==> src/adsr_map.svh <==
// register offsets, fields and timing counts for the converter start/reference control
`ifndef ADSR_MAP_SVH
`define ADSR_MAP_SVH
`define ADSR_ADDR_W 8
`define ADSR_OFS_RESULT 8'hD9
`define ADSR_OFS_REFPROG 8'hDA
`define ADSR_OFS_CTRL 8'hD8
`define ADSR_CTRL_CONT_BIT 3
`define ADSR_CTRL_ACTIVE_BIT 4
`define ADSR_CTRL_EXT_BIT 5
`define ADSR_RESULT_RST 8'h00
`define ADSR_REFPROG_RST 8'h00
`define ADSR_MCYCLE_DIV 12
`define ADSR_CONV_MCYCLES 13
`define ADSR_DONE_LEAD 3
`endif

==> src/adsr_pkg.sv <==
// types shared by the converter start/reference control
package adsr_pkg;
    typedef struct packed {
        logic [7:0] addr;
        logic [7:0] wdata;
        logic wr;
        logic rd;
    } adsr_bus_req_type;

    typedef struct packed {
        logic [3:0] upper_step;
        logic [3:0] lower_step;
    } adsr_ref_type;

    typedef enum logic [1:0] {
        ADSR_IDLE,
        ADSR_PENDING,
        ADSR_CONVERT
    } adsr_state_type;
endpackage

==> src/adsr_ctrl.sv <==
// converter start, mode and reference program control
//
// Contract
// - analog port pins always readable digitally
// - result register is eight bits wide
// - result holds until next completed conversion
// - software reads and writes the result
// - internal start: any reference write starts
// - single mode: one conversion per start
// - continuous internal: restart until mode cleared
// - external start: pin falling edge starts
// - external single: one per falling edge
// - external continuous: run while pin low
// - low nibble lower, high nibble upper
// - nibble selects one of sixteen steps
// - zero nibble selects external reference
// - result saturates outside internal references
// - reference write restarts a running conversion; here only under internal start
// - start pin sampled once per machine cycle
// - active flag read only, hardware cleared
// - result loads in last machine cycle
//
// Implementation choice: the address-and-strobe port.
`timescale 1ns/1ps
`include "adsr_map.svh"

module adsr_ctrl #(
    parameter int MCYCLE_DIV = `ADSR_MCYCLE_DIV,
    parameter int CONV_MCYCLES = `ADSR_CONV_MCYCLES,
    parameter int DONE_LEAD = `ADSR_DONE_LEAD
) (
    input wire logic i_sys_clk,
    input wire logic i_sys_rst,
    input wire logic [7:0] i_addr,
    input wire logic [7:0] i_wdata,
    input wire logic i_wr,
    input wire logic i_rd,
    output logic [7:0] o_rdata,
    input wire logic i_ext_start_pin,
    input wire logic [7:0] i_analog_port_low,
    input wire logic [3:0] i_analog_port_high,
    output logic [7:0] o_analog_port_low,
    output logic [3:0] o_analog_port_high,
    input wire logic [7:0] i_core_code,
    input wire logic i_core_over,
    input wire logic i_core_under,
    output logic o_core_sample,
    output logic [3:0] o_internal_lower_reference,
    output logic [3:0] o_internal_upper_reference,
    output logic o_conversion_active_flag,
    output logic o_conversion_done_irq_flag
);
    localparam logic [4:0] LAST_MC = 5'(CONV_MCYCLES - 1);
    localparam logic [4:0] DONE_MC = 5'(CONV_MCYCLES - 1 - DONE_LEAD);
    localparam logic [3:0] DIV_LAST = 4'(MCYCLE_DIV - 1);

    adsr_pkg::adsr_bus_req_type req;
    adsr_pkg::adsr_ref_type ref_prog;
    adsr_pkg::adsr_state_type state_reg;
    logic [7:0] conversion_result_reg;
    logic [7:0] reference_program_reg;
    logic continuous_mode_select;
    logic external_start_select;
    logic [3:0] div_reg;
    logic mc_tick;
    logic [4:0] mc_count_reg;
    logic pin_meta_reg;
    logic pin_sync_reg;
    logic pin_sample_reg;
    logic pin_prev_reg;
    logic [7:0] port_low_meta_reg;
    logic [3:0] port_high_meta_reg;
    logic ref_wr;
    logic ext_fall;
    logic ext_low;
    logic last_mc;
    logic [7:0] code_sat;
    logic abort;

    function automatic logic hit(input logic [7:0] a, input logic [7:0] ofs);
        hit = (a == ofs);
    endfunction

    // bus request bundled for decode
    assign req = '{addr: i_addr, wdata: i_wdata, wr: i_wr, rd: i_rd};
    assign ref_prog = reference_program_reg;
    assign ref_wr = req.wr && hit(req.addr, `ADSR_OFS_REFPROG);
    // only an internal-start write aborts; under external start it just stores nibbles
    assign abort = ref_wr && !external_start_select;
    assign last_mc = mc_tick && (mc_count_reg == LAST_MC);
    // edge seen between two machine-cycle samples
    assign ext_fall = pin_prev_reg && !pin_sample_reg;
    assign ext_low = !pin_sample_reg;
    // core flags saturate the code regardless of its raw bits
    assign code_sat = i_core_over ? 8'hFF : (i_core_under ? 8'h00 : i_core_code);

    // machine-cycle enable from the system clock
    always_ff @(posedge i_sys_clk or posedge i_sys_rst)
    begin
        if (i_sys_rst)
            div_reg <= 4'h0;
        else if (div_reg == DIV_LAST)
            div_reg <= 4'h0;
        else
            div_reg <= div_reg + 4'h1;
    end
    assign mc_tick = (div_reg == DIV_LAST);

    // start pin: two-flop sync, then one sample per machine cycle
    always_ff @(posedge i_sys_clk or posedge i_sys_rst)
    begin
        if (i_sys_rst)
        begin
            // idle high, so a pin held low at release is taken as a falling edge
            pin_meta_reg <= 1'b1;
            pin_sync_reg <= 1'b1;
            pin_sample_reg <= 1'b1;
            pin_prev_reg <= 1'b1;
        end
        else
        begin
            pin_meta_reg <= i_ext_start_pin;
            pin_sync_reg <= pin_meta_reg;
            if (mc_tick)
            begin
                pin_sample_reg <= pin_sync_reg;
                pin_prev_reg <= pin_sample_reg;
            end
        end
    end

    // digital view of analog pins, unaffected by converter activity
    always_ff @(posedge i_sys_clk or posedge i_sys_rst)
    begin
        if (i_sys_rst)
        begin
            port_low_meta_reg <= 8'h00;
            port_high_meta_reg <= 4'h0;
            o_analog_port_low <= 8'h00;
            o_analog_port_high <= 4'h0;
        end
        else
        begin
            port_low_meta_reg <= i_analog_port_low;
            port_high_meta_reg <= i_analog_port_high;
            o_analog_port_low <= port_low_meta_reg;
            o_analog_port_high <= port_high_meta_reg;
        end
    end

    // mode select bits in the control register
    always_ff @(posedge i_sys_clk or posedge i_sys_rst)
    begin
        if (i_sys_rst)
        begin
            continuous_mode_select <= 1'b0;
            external_start_select <= 1'b0;
        end
        else if (req.wr && hit(req.addr, `ADSR_OFS_CTRL))
        begin
            // the active bit of the write is dropped, hardware owns it
            continuous_mode_select <= req.wdata[`ADSR_CTRL_CONT_BIT];
            external_start_select <= req.wdata[`ADSR_CTRL_EXT_BIT];
        end
    end

    // reference program: any write stores nibbles
    always_ff @(posedge i_sys_clk or posedge i_sys_rst)
    begin
        if (i_sys_rst)
            reference_program_reg <= `ADSR_REFPROG_RST;
        else if (ref_wr)
            reference_program_reg <= req.wdata;
    end

    // nibbles go to the resistor ladder; zero means the external rail
    always_ff @(posedge i_sys_clk or posedge i_sys_rst)
    begin
        if (i_sys_rst)
        begin
            o_internal_lower_reference <= 4'h0;
            o_internal_upper_reference <= 4'h0;
        end
        else
        begin
            o_internal_lower_reference <= ref_prog.lower_step;
            o_internal_upper_reference <= ref_prog.upper_step;
        end
    end

    // conversion sequencer; a request waits for the next machine cycle
    always_ff @(posedge i_sys_clk or posedge i_sys_rst)
    begin
        if (i_sys_rst)
        begin
            state_reg <= adsr_pkg::ADSR_IDLE;
            mc_count_reg <= 5'h00;
        end
        else if (abort)
        begin
            state_reg <= adsr_pkg::ADSR_PENDING;
            mc_count_reg <= 5'h00;
        end
        else
        begin
            unique case (state_reg)
                adsr_pkg::ADSR_IDLE:
                    // an edge that falls while busy is lost; single mode waits for a fresh one
                    if (mc_tick && external_start_select && ext_fall)
                    begin
                        state_reg <= adsr_pkg::ADSR_CONVERT;
                        mc_count_reg <= 5'h00;
                    end
                adsr_pkg::ADSR_PENDING:
                    // conversion begins on the next machine-cycle boundary
                    if (mc_tick)
                    begin
                        state_reg <= adsr_pkg::ADSR_CONVERT;
                        mc_count_reg <= 5'h00;
                    end
                adsr_pkg::ADSR_CONVERT:
                    if (last_mc)
                    begin
                        mc_count_reg <= 5'h00;
                        // restart decision taken at the final machine cycle
                        if (continuous_mode_select && !external_start_select)
                            state_reg <= adsr_pkg::ADSR_CONVERT;
                        else if (continuous_mode_select && external_start_select && ext_low)
                            state_reg <= adsr_pkg::ADSR_CONVERT;
                        else
                            state_reg <= adsr_pkg::ADSR_IDLE;
                    end
                    else if (mc_tick)
                        mc_count_reg <= mc_count_reg + 5'h01;
                // the unused fourth code falls back to idle
                default:
                    state_reg <= adsr_pkg::ADSR_IDLE;
            endcase
        end
    end

    // active flag drops early so polling software sees result on time
    always_ff @(posedge i_sys_clk or posedge i_sys_rst)
    begin
        if (i_sys_rst)
            o_conversion_active_flag <= 1'b0;
        else
            o_conversion_active_flag <= (state_reg == adsr_pkg::ADSR_CONVERT)
                && (mc_count_reg < DONE_MC);
    end

    // done pulse ahead of the result, covering interrupt latency
    // an aborting write also cancels the pulse of the killed conversion
    always_ff @(posedge i_sys_clk or posedge i_sys_rst)
    begin
        if (i_sys_rst)
            o_conversion_done_irq_flag <= 1'b0;
        else
            o_conversion_done_irq_flag <= (state_reg == adsr_pkg::ADSR_CONVERT) && mc_tick
                && (mc_count_reg == DONE_MC) && !abort;
    end

    // sample strobe to the analog core at each conversion start
    // the core tracks its inputs while this stands high and holds them once it drops
    always_ff @(posedge i_sys_clk or posedge i_sys_rst)
    begin
        if (i_sys_rst)
            o_core_sample <= 1'b0;
        else
            o_core_sample <= (state_reg == adsr_pkg::ADSR_CONVERT) && (mc_count_reg == 5'h00);
    end

    // result: hardware load at last cycle wins over a software write
    always_ff @(posedge i_sys_clk or posedge i_sys_rst)
    begin
        if (i_sys_rst)
            conversion_result_reg <= `ADSR_RESULT_RST;
        else if (state_reg == adsr_pkg::ADSR_CONVERT && last_mc && !abort)
            conversion_result_reg <= code_sat;
        else if (req.wr && hit(req.addr, `ADSR_OFS_RESULT))
            conversion_result_reg <= req.wdata;
        // otherwise held untouched
    end

    // read data one cycle after the strobe; unmapped reads zero
    always_ff @(posedge i_sys_clk or posedge i_sys_rst)
    begin
        if (i_sys_rst)
            o_rdata <= 8'h00;
        else if (!req.rd)
            o_rdata <= 8'h00;
        else if (hit(req.addr, `ADSR_OFS_RESULT))
            o_rdata <= conversion_result_reg;
        else if (hit(req.addr, `ADSR_OFS_REFPROG))
            o_rdata <= reference_program_reg;
        else if (hit(req.addr, `ADSR_OFS_CTRL))
        begin
            // unused bits read zero beside the mode bits and the live active flag
            o_rdata <= 8'h00;
            o_rdata[`ADSR_CTRL_CONT_BIT] <= continuous_mode_select;
            o_rdata[`ADSR_CTRL_ACTIVE_BIT] <= o_conversion_active_flag;
            o_rdata[`ADSR_CTRL_EXT_BIT] <= external_start_select;
        end
        else
            o_rdata <= 8'h00;
    end
endmodule

==> config.mk <==
export PLATFORM = sky130hd
export DESIGN_NAME = adsr_ctrl
export DESIGN_NICKNAME = d
export VERILOG_FILES = /design/src/adsr_pkg.sv /design/src/adsr_ctrl.sv
export VERILOG_INCLUDE_DIRS = /design/src
export SDC_FILE = /design/constraint.sdc
export NUM_CORES = 1
export LEC_CHECK = 0
export ABC_AREA = 1
export BUFFER_PORTS_ARGS = -buffer_cell sky130_fd_sc_hd__buf_2
export CORE_MARGIN = 1.5
export CORE_UTILIZATION = 50
export DETAILED_ROUTE_END_ITERATION = 7
export PLACE_DENSITY = 0.83
export SYNTH_ARGS = -nofsm -noshare
export SYNTH_HDL_FRONTEND = slang
export SYNTH_SLANG_ARGS = --single-unit
==> constraint.sdc <==
create_clock -name i_sys_clk -period 2.31 [get_ports i_sys_clk]
set_input_delay 0.1155 -clock i_sys_clk [delete_from_list [all_inputs] [get_ports i_sys_clk]]
set_output_delay 0.1155 -clock i_sys_clk [all_outputs]
set_load 0.02 [all_outputs]
==> results.cfg, run 1 <==
[status]
outcome = finished, final reports clean

[global_route]
grt-ovfl-total = 0
grt_first_pass_wirelength_mm = 11.0
first_global_vias = 2474
antenna_found_initial = 0
globalRouteTotalUtil = 0.218
grt_max_degree = 40

[synthesis]
net_count_synth = 369
synthesis.instances = 318
number_of_distinct_library_cells_after_synthesis = 29
synth-seq-area-share = 0.605
synth_top_area_cell = sky130_fd_sc_hd__dfrtp_1
postSynthAreaPerCell_um2 = 9.90
synth_warnings = 0
synth_seq_cells = 76
post-synth-top-area-fraction = 0.572
syn_area_um2 = 3150
synthTopCellsByArea = sky130_fd_sc_hd__dfrtp_1 57%, sky130_fd_sc_hd__nand2_1 9.2%, sky130_fd_sc_hd__nand3_1 7.5%

[layout]
mostFrequentLayoutCell = sky130_fd_sc_hd__nand2_1
layout.cells.most_common_list = 77 x sky130_fd_sc_hd__nand2_1, 73 x sky130_fd_sc_hd__buf_2, 72 x sky130_fd_sc_hd__dfrtp_1, 47 x sky130_fd_sc_hd__nand3_1, 34 x sky130_fd_sc_hd__inv_1
final_area_um2 = 4000
layout.filler_cells = 426
layout.nets = 467
areaGrowthSynthToFinish_pct = 26.9
antenna_cells_inserted = 0
post_route_cells_drive_above_1_share = 0.264

[clock_network]
cts_sinks = 76
root_buf_cell = sky130_fd_sc_hd__clkbuf_8
cts_tree = yes
clock_latency_at_the_later_pin_of_the_worst_skew_pair_ns = 0.35
cts_setup_buffers = 0
cts_made_buffers = 9
cts.path.max_buffers = 2
path_clk_slew_ns = 0.08
htree_num_levels = 3

[power_and_ir_drop]
fraction_of_power_spent_switching_nets = 0.299
net_sw_power_w = 0.000986
share_comb_of_total_power = 0.194
clock_power_share = 0.329
power.sequential.fraction = 0.477
total_power_w = 0.00330
internal-power_w = 0.00232
ir_worst_vdd_mv = 0.434
leakage_power_total_nw = 2.14
power.density_nw_per_um2 = 826

[worst_setup_path]
worst_path_arrival_time_ns = 1.98
rr_endpoint = conversion_result_reg[5]$_DFFE_PP0P_
setup.worst_path.end_class = flip-flop
critical_path.slowest_cell = sky130_fd_sc_hd__dfrtp_1
regToRegStartpoint = mc_count_reg[0]$_DFFE_PP0P_
setup.worst_path.class = reg2reg
reg2reg_depth = 9
slowest_delay_ns = 0.43
setup.worst_path.start_class = flip-flop
worst-path-max-fanout = 12
critical_path_required_ns = 2.54
r2r_setup_slack_ns = 0.57
cell_chain_critical_path = inv_1 -> ha_1 -> inv_1 -> nor2_1 -> nand3_4 -> nor2_8 -> nand2_4 -> nand3_1 -> nand3_1

[floorplanning]
die_width_um = 82.4
rows = 28
ioPinCount = 74
vertical_extent_of_the_die_um = 82.4
initial_core_util = 0.526
core_region_area_um2 = 5990
dieArea_um2 = 6780

[timing]
timing.clock.skew_ns = 0.0107
tightest_slew_ns = 0.789
achievable-frequency_mhz = 575
post-route-min-period_ns = 1.74
grt_setup_unrepaired = no
maxSlewViolCount = 0
setup_viol = 0
timing.final.ws_setup_ns = 0.570
final_min_period_over_clock_period = 0.753
hold_violations = 0
slew_headroom = 0.473
fin_tns_setup_ns = 0

[min_path]
timing.hold.worst.start = i_wdata[2]
hold_class = in2reg
worstHoldPathCells = 3
worst_hold_path.endpoint = ref_prog[2]$_DFFE_PP0N_

[detailed_routing]
finalWirelength_mm = 6.61
ant_nets = 0
routed_wire_length_per_instance_um = 13.3
vias = 2498
drt_pass1_iterations = 4
detailedRoute.firstIterationViolations = 178
drc = 0
viasPerCell = 5.04

[placement]
detailedPlace.worstSlack_ns = 0.636
io_buf_count = 73
place_congestion = 0.811
detailed_place.area_um2 = 3600
place.detailed.hpwl_mm = 4.62

[run]
cap_violations = 0
[repair_timing]
action                                  in CTS  in global routing
hold buffers                                18                  0
endpoints found under the setup margin       0                  0
endpoints found under the hold margin       50                  0
gates resized for setup                      0                  0
[how the worst max path moves through the flow]
| stage | slack [ns] | to | depth (start not counted) | from |
|---|---|---|---|---|
| 2_1_floorplan | 0.26 | continuous_mode_select$_DFFE_PP0P_ | 1 | i_sys_rst |
| 3_3_place_gp | 0.74 | conversion_result_reg[0]$_DFFE_PP0P_ | 9 | mc_count_reg[0]$_DFFE_PP0P_ |
| 3_5_place_dp | 0.64 | conversion_result_reg[5]$_DFFE_PP0P_ | 9 | mc_count_reg[0]$_DFFE_PP0P_ |
| 4_1_cts | 0.59 | conversion_result_reg[5]$_DFFE_PP0P_ | 9 | mc_count_reg[0]$_DFFE_PP0P_ |
| 5_1_grt | 0.45 | mc_count_reg[0]$_DFFE_PP0P_ | 9 | div_reg[0]$_DFF_PP0_ |
| 6_report | 0.57 | conversion_result_reg[5]$_DFFE_PP0P_ | 9 | mc_count_reg[0]$_DFFE_PP0P_ |
[worst max-delay path, delay by kind of cell (launching register included)]
| family | cells | cell delay, ns |
|---|---|---|
| buffers and inverters | 2 | 0.19 |
| adders and majority gates | 1 | 0.16 |
| and+or+nand+nor | 6 | 0.84 |
| DFF | 1 | 0.43 |
[per-stage QoR]
| step | instances | utilization | hold WS [ns] |
|---|---|---|---|
| 4_1_cts | 496 | 0.667 | 0.0149 |
| 3_5_place_dp | 462 | 0.601 | 0.224 |
| 2_1_floorplan | 318 | - | 0.120 |
| 3_3_place_gp | 462 | 0.601 | 0.222 |
| 6_report | 496 | 0.667 | 0.0180 |
| 5_1_grt | 496 | 0.667 | 0.0301 |
[cell families (layout without fill, tap and decap cells)]
| group | Yosys count | in the layout | share of synthesized area |
|---|---|---|---|
| buf+inv | 41 | 144 | 0.0520 |
| simple gates | 164 | 164 | 0.260 |
| fa+ha+maj | 8 | 8 | 0.0318 |
| xor+xnor | 1 | 1 | 0.00278 |
| compound gates | 28 | 28 | 0.0477 |
| flops | 76 | 76 | 0.605 |
[metal layers]
layer	up-vias	global-route usage	wire [µm]
met5	-	0	0
met4	0	0.110	110
met3	10	0.0538	463
met2	97	0.346	3200
met1	1169	0.275	2830
li1	1222	-	-
[Yosys cell counts]
library cell / instances
sky130_fd_sc_hd__nand3_2: 4
sky130_fd_sc_hd__nor2_1: 15
sky130_fd_sc_hd__o21ai_0: 16
sky130_fd_sc_hd__dfrtp_1: 72
sky130_fd_sc_hd__nand2_4: 1
sky130_fd_sc_hd__a21oi_1: 8
sky130_fd_sc_hd__or2_2: 1
sky130_fd_sc_hd__nor2_8: 2
sky130_fd_sc_hd__nand4_1: 6
sky130_fd_sc_hd__dfstp_2: 4
sky130_fd_sc_hd__nand3_4: 1
sky130_fd_sc_hd__o21bai_1: 3
sky130_fd_sc_hd__inv_2: 1
sky130_fd_sc_hd__ha_1: 8
sky130_fd_sc_hd__nor2_2: 2
sky130_fd_sc_hd__nor3_1: 1
sky130_fd_sc_hd__nand4_4: 1
sky130_fd_sc_hd__nand2_1: 77
sky130_fd_sc_hd__nand2_2: 2
sky130_fd_sc_hd__nor2_4: 2
sky130_fd_sc_hd__nand3_1: 47
sky130_fd_sc_hd__clkbuf_1: 1
sky130_fd_sc_hd__buf_1: 1
sky130_fd_sc_hd__inv_1: 35
sky130_fd_sc_hd__buf_6: 1
sky130_fd_sc_hd__a21o_1: 1
sky130_fd_sc_hd__nor4_1: 2
sky130_fd_sc_hd__buf_2: 2
sky130_fd_sc_hd__xor2_1: 1
[power groups by stage]
stage	registers, W	logic, W	clock network (W)
after detailed placement	0.00160	0.000610	0
after CTS	0.00157	0.000642	0.00110
after global routing	0.00159	0.000722	0.00116
final	0.00158	0.000640	0.00109
after global placement	0.00159	0.000577	0
after floorplan	0.00161	0.000387	0
[layout make-up]
| cell class | instances | area [µm²] | area share |
|---|---|---|---|
| repair buffers | 92 | 566 | 0.142 |
| inverters | 36 | 135 | 0.0338 |
| clock inverters | 6 | 88.8 | 0.0222 |
| clock buffers | 10 | 128 | 0.0319 |
| multi-input cells | 201 | 1080 | 0.270 |
| well taps | 75 | 93.8 | 0.0235 |
| flip-flops and latches | 76 | 1910 | 0.477 |
Power figures use the tool's default switching activity.
==> inputs of run 2 (changes only) <==
- CORE_UTILIZATION: 50 -> 48
- clock period: 2.31 -> 1.5 ns (I/O delays scaled with it)
==> results.cfg, run 2 (synthesis gave the netlist of run 1 again) <==
[clock_network]
cts_sinks = 76
cts_tree = yes
cts.path.max_buffers = 2
clock_latency_at_the_later_pin_of_the_worst_skew_pair_ns = 0.34
path_clk_slew_ns = 0.08
root_buf_cell = sky130_fd_sc_hd__clkbuf_8
cts_made_buffers = 9
htree_num_levels = 3

[layout]
layout.cells.most_common_list = 73 x sky130_fd_sc_hd__nand2_1, 73 x sky130_fd_sc_hd__buf_2, 72 x sky130_fd_sc_hd__dfrtp_1, 34 x sky130_fd_sc_hd__nand3_1, 31 x sky130_fd_sc_hd__inv_1
post_route_cells_drive_above_1_share = 0.354
utilization = 0.686
multi_input_gate_area_um2 = 1230
fin_cells = 526
layout.filler_cells = 439
regArea_um2 = 1910
areaGrowthSynthToFinish_pct = 38.3
layout.nets = 495
antenna_cells_inserted = 0

[worst_setup_path]
setup.worst_path.class = reg2reg
worst_path_arrival_time_ns = 1.77
reg2reg_depth = 8
critical_path.slowest_cell = sky130_fd_sc_hd__dfrtp_1
critical_path_required_ns = 1.73
cp.buffers_inverters = 2
rr_endpoint = mc_count_reg[4]$_DFFE_PP0P_
worst-path-max-fanout = 4
r2r_setup_slack_ns = -0.04
regToRegStartpoint = state_reg[1]$_DFFE_PP0P_
cell_chain_critical_path = inv_1 -> ha_1 -> nor2_1 -> a21oi_1 -> nand3_2 -> buf_6 -> nand3_1 -> nand2_1
path_delay_family = flip-flops
setup.worst_path.start_class = flip-flop
setup.worst_path.end_class = flip-flop
slowest_delay_ns = 0.43

[floorplanning]
dieArea_um2 = 7060
core_region_area_um2 = 6350
initial_core_util = 0.496
vertical_extent_of_the_die_um = 84
rows = 29
ioPinCount = 74
die_width_um = 84

[detailed_routing]
routed_wire_length_per_instance_um = 13.9
drt_pass1_iterations = 4
viasPerCell = 5.06
drc = 0
vias = 2663
ant_nets = 0
finalWirelength_mm = 7.32
detailedRoute.firstIterationViolations = 123

[global_route]
grt_util_met2 = 0.317
grt_max_degree = 30
grt_first_pass_wirelength_mm = 11.3
first_global_vias = 2578
global_route.peak_usage_layer = met2
grt-ovfl-total = 0
fraction_of_met1_tracks_used_by_global_routing = 0.270
groute.layer.met3.usage = 0.0267
globalRouteTotalUtil = 0.200
antenna_found_initial = 0

[placement]
number_of_placed_instances_with_taps_included = 479
io_buf_count = 73
place.detailed.hpwl_mm = 4.77
place_congestion = 0.822

[timing]
maxSlewViolCount = 0
setup_viol = 5
final_min_period_over_clock_period = 1.03
post-route-min-period_ns = 1.54
timing.final.ws_setup_ns = -0.0440
tightest_slew_ns = 0.332
slew_headroom = 0.778
hold_violations = 0
fin_worst_hold_slack_ns = 0.0486
timing.clock.skew_ns = 0.00857
grt_setup_unrepaired = yes
achievable-frequency_mhz = 648

[run]
cap_violations = 0

[min_path]
worstHoldPathCells = 5
hold_class = in2reg
timing.hold.worst.start = i_core_code[7]
worst_hold_path.endpoint = conversion_result_reg[7]$_DFFE_PP0P_

[power_and_ir_drop]
total_power_w = 0.00513
leakage_power_total_nw = 2.31
ir_worst_vdd_mv = 0.812
power.density_nw_per_um2 = 1180

[status]
violated_checks = setup timing
outcome = finished, violations left
run 2: cell types whose count changed in the layout (fill, tap and decap cells not counted), sizes merged, moves of 2 or more:
cell and change:
dlygate4sd3 +4, clkinvlp +2, bufinv -2, buf +22
run 2: layout make-up:
cell class	count	area share
sequential	76	0.438
clock inverter	5	0.00833
multi-input combinational	203	0.282
timing repair buffer	118	0.185
tap	77	0.0221
clock buffer	11	0.0325
inverter	36	0.0319
run 2: stage by stage:
stage	setup WS, ns	cell area, µm²	TNS, ns
detailed placement	-0.0234	3770	-0.0248
global placement	0.0481	3770	0
CTS	0.00561	4170	0
global route	-0.124	4360	-0.956
finish	-0.0440	4360	-0.102
floorplan	0.000609	3190	0
run 2: worst max-delay path by stage:
| stage | endpoint | start | slack, ns | depth (start not counted) |
|---|---|---|---|---|
| 4_1_cts | state_reg[1]$_DFFE_PP0P_ | div_reg[1]$_DFF_PP0_ | 0.006 | 9 |
| 5_1_grt | mc_count_reg[4]$_DFFE_PP0P_ | state_reg[1]$_DFFE_PP0P_ | -0.12 | 8 |
| 6_report | mc_count_reg[4]$_DFFE_PP0P_ | state_reg[1]$_DFFE_PP0P_ | -0.04 | 8 |
| 3_3_place_gp | conversion_result_reg[3]$_DFFE_PP0P_ | div_reg[0]$_DFF_PP0_ | 0.05 | 8 |
| 2_1_floorplan | conversion_result_reg[0]$_DFFE_PP0P_ | mc_count_reg[1]$_DFFE_PP0P_ | 0.0006 | 10 |
| 3_5_place_dp | mc_count_reg[4]$_DFFE_PP0P_ | div_reg[1]$_DFF_PP0_ | -0.02 | 9 |
run 2: metal layers:
layer	vias to the layer above	wire, µm
li1	1279	-
met1	1284	3180
met2	87	3690
met3	13	307
met4	0	138
met5	-	0
run 2: worst register-to-register path: stages, from the launching register on:
cell and delay (ns):
sky130_fd_sc_hd__dfrtp_1 0.43, sky130_fd_sc_hd__inv_1 0.09, sky130_fd_sc_hd__ha_1 0.28, sky130_fd_sc_hd__nor2_1 0.04, sky130_fd_sc_hd__a21oi_1 0.17, sky130_fd_sc_hd__nand3_2 0.15, sky130_fd_sc_hd__buf_6 0.16, sky130_fd_sc_hd__nand3_1 0.06
sky130_fd_sc_hd__nand2_1 0.06
run 2: report_power, final:
| part | internal [W] | switching (W) | leakage [nW] | total (W) |
|---|---|---|---|---|
| clock | 0.000648 | 0.000734 | 0.0820 | 0.00138 |
| combinational | 0.000562 | 0.000770 | 1.29 | 0.00133 |
| sequential | 0.00226 | 0.000149 | 0.940 | 0.00241 |
| total | 0.00347 | 0.00165 | 2.31 | 0.00513 |
run 2: what timing repair did:
action	CTS	global route
hold endpoints to repair	94	0
resized for setup	1	23
cloned	0	2
endpoints found under the setup margin	8	15
hold buffers	22	0
setup buffers	0	7
pin swaps	1	17
==> inputs of run 3 (changes only) <==
--- a/config.mk
+++ b/config.mk
@@ -10,5 +10,5 @@
 export BUFFER_PORTS_ARGS = -buffer_cell sky130_fd_sc_hd__buf_2
 export CORE_MARGIN = 1.5
-export CORE_UTILIZATION = 48
+export CORE_UTILIZATION = 50
 export DETAILED_ROUTE_END_ITERATION = 7
 export PLACE_DENSITY = 0.83
==> constraint.sdc (replaced) <==
create_clock -name i_sys_clk -period 1.8 [get_ports i_sys_clk]
set_input_delay 0.09 -clock i_sys_clk [delete_from_list [all_inputs] [get_ports i_sys_clk]]
set_output_delay 0.09 -clock i_sys_clk [all_outputs]
set_load 0.1 [all_outputs]
==> results.cfg, run 3 (synthesis gave the netlist of run 1 again) <==
[status]
outcome = finished, final reports clean

[timing]
timing.final.ws_setup_ns = 0.0865
tightest_slew_ns = 0.520
hold_violations = 0
setup_viol = 0
timing.clock.skew_ns = 0.00871
slew_headroom = 0.652
fin_tns_setup_ns = 0
fin_worst_hold_slack_ns = 0.0194
grt_setup_unrepaired = no
final_min_period_over_clock_period = 0.952
post-route-min-period_ns = 1.71
achievable-frequency_mhz = 584
maxSlewViolCount = 0

[power_and_ir_drop]
internal-power_w = 0.00311
clock_power_share = 0.328
share_comb_of_total_power = 0.236
power.sequential.fraction = 0.436
fraction_of_power_spent_switching_nets = 0.328
net_sw_power_w = 0.00152
power.density_nw_per_um2 = 1140
ir_worst_vdd_mv = 0.589
leakage_power_total_nw = 2.17

[global_route]
antenna_found_initial = 0
grt-ovfl-total = 0
groute.layer.met3.usage = 0.0396
grt_first_pass_wirelength_mm = 10.2
global_route.peak_usage_layer = met2
first_global_vias = 2240
globalRouteTotalUtil = 0.202
fraction_of_met1_tracks_used_by_global_routing = 0.279
grt_util_met2 = 0.311
grt_max_degree = 53

[layout]
mostFrequentLayoutCell = sky130_fd_sc_hd__nand2_1
layout.cells.most_common_list = 77 x sky130_fd_sc_hd__nand2_1, 73 x sky130_fd_sc_hd__buf_2, 72 x sky130_fd_sc_hd__dfrtp_1, 47 x sky130_fd_sc_hd__nand3_1, 34 x sky130_fd_sc_hd__inv_1
antenna_cells_inserted = 0
layout.nets = 470
final_area_um2 = 4060
utilization = 0.678
areaGrowthSynthToFinish_pct = 28.9
post_route_cells_drive_above_1_share = 0.270
layout.filler_cells = 443

[worst_setup_path]
slowest_delay_ns = 0.43
setup.worst_path.class = reg2reg
reg2reg_depth = 10
path_delay_family = simple AND/OR/NAND/NOR gates
critical_path.slowest_cell = sky130_fd_sc_hd__dfrtp_1
cp.buffers_inverters = 4
cp_num_cells = 10
worst-path-max-fanout = 8
cell_chain_critical_path = inv_1 -> ha_1 -> inv_1 -> nor2_1 -> nand3_4 -> nor2_8 -> buf_12 -> nand4_1 -> nand2_1 -> inv_1
critical_path_required_ns = 2.04
setup.worst_path.end_class = flip-flop
worst_path_arrival_time_ns = 1.96
cpMostUsedCell = sky130_fd_sc_hd__inv_1
setup.worst_path.start_class = flip-flop

[detailed_routing]
finalWirelength_mm = 6.45
detailedRoute.firstIterationViolations = 166
drt_pass1_iterations = 4
vias = 2532
routed_wire_length_per_instance_um = 13.0
viasPerCell = 5.08
ant_nets = 0
drc = 0

[placement]
detailed_place.area_um2 = 3610
io_buf_count = 73
place_congestion = 0.839
detailedPlace.worstSlack_ns = 0.128
place.detailed.hpwl_mm = 4.48

[clock_network]
path_clk_slew_ns = 0.08
cts_made_buffers = 9
cts_sinks = 76
cts_tree = yes
cts.path.max_buffers = 2
root_buf_cell = sky130_fd_sc_hd__clkbuf_8
htree_num_levels = 3
clock_latency_at_the_later_pin_of_the_worst_skew_pair_ns = 0.35

[floorplanning]
rows = 28
die_width_um = 82.4
ioPinCount = 74
vertical_extent_of_the_die_um = 82.4
dieArea_um2 = 6780
initial_core_util = 0.526
core_region_area_um2 = 5990

[min_path]
hold_class = in2reg
worstHoldPathCells = 3

[run]
cap_violations = 0
run 3: cell count changes in the layout (fill, tap and decap cells not counted), moves of 4 or more:
cell,change
sky130_fd_sc_hd__buf_4,-16
sky130_fd_sc_hd__nand3_2,-13
sky130_fd_sc_hd__nand2_1,+4
sky130_fd_sc_hd__nand3_1,+13
run 3: repair_timing:
item                       4_1_cts  5_1_grt
hold endpoints to repair        42        0
resized for setup                0        1
setup endpoints to repair        0        4
buffers inserted                 0        1
hold buffers                    19        0
run 3: power groups by stage:
stage | combinational, W | sequential [W] | clock, W
3_3_place_gp | 0.00102 | 0.00204 | 0
5_1_grt | 0.00120 | 0.00204 | 0.00161
4_1_cts | 0.00108 | 0.00202 | 0.00154
3_5_place_dp | 0.00105 | 0.00205 | 0
6_report | 0.00109 | 0.00202 | 0.00152
2_1_floorplan | 0.000498 | 0.00235 | 0
run 3: worst paths after layout:
path	to	startpoint	slack [ns]
max	conversion_result_reg[2]$_DFFE_PP0P_	mc_count_reg[0]$_DFFE_PP0P_	0.09
min	continuous_mode_select$_DFFE_PP0P_	i_wdata[3]	0.02
max in group asynchronous	pin_sync_reg$_DFF_PP1_	i_sys_rst	0.81
max reg2reg	conversion_result_reg[2]$_DFFE_PP0P_	mc_count_reg[0]$_DFFE_PP0P_	0.09
min reg2reg	o_analog_port_low[0]$_DFF_PP0_	port_low_meta_reg[0]$_DFF_PP0_	0.35
min in group asynchronous	o_analog_port_low[6]$_DFF_PP0_	i_sys_rst	0.32
run 3: final cells by class:
type / instances / area, µm² / share of cell area
Multi-Input combinational cell: 201 / 1080 / 0.266
Inverter: 36 / 139 / 0.0342
Tap cell: 75 / 93.8 / 0.0231
Clock inverter: 6 / 113 / 0.0277
Timing Repair Buffer: 95 / 603 / 0.149
Clock buffer: 9 / 124 / 0.0305
Sequential cell: 76 / 1910 / 0.470
run 3: worst min-delay path: cells and delay by family:
family                 cells  cell delay (ns)
buffers and inverters      1             0.12
AOI/OAI and AO/OA          1             0.06
and+or+nand+nor            1             0.05
run 3: per-layer routing:
| layer | up-vias | part of all wire |
|---|---|---|
| met3 | 24 | 0.062 |
| li1 | 1232 | - |
| met2 | 106 | 0.48 |
| met5 | - | 0 |
| met4 | 0 | 0.028 |
| met1 | 1170 | 0.44 |
run 3: stage by stage:
step	std cells	total power (W)
after floorplan	318	0.00284
after global placement	463	0.00306
after detailed placement	463	0.00309
after CTS	497	0.00464
after global routing	498	0.00485
final	498	0.00463
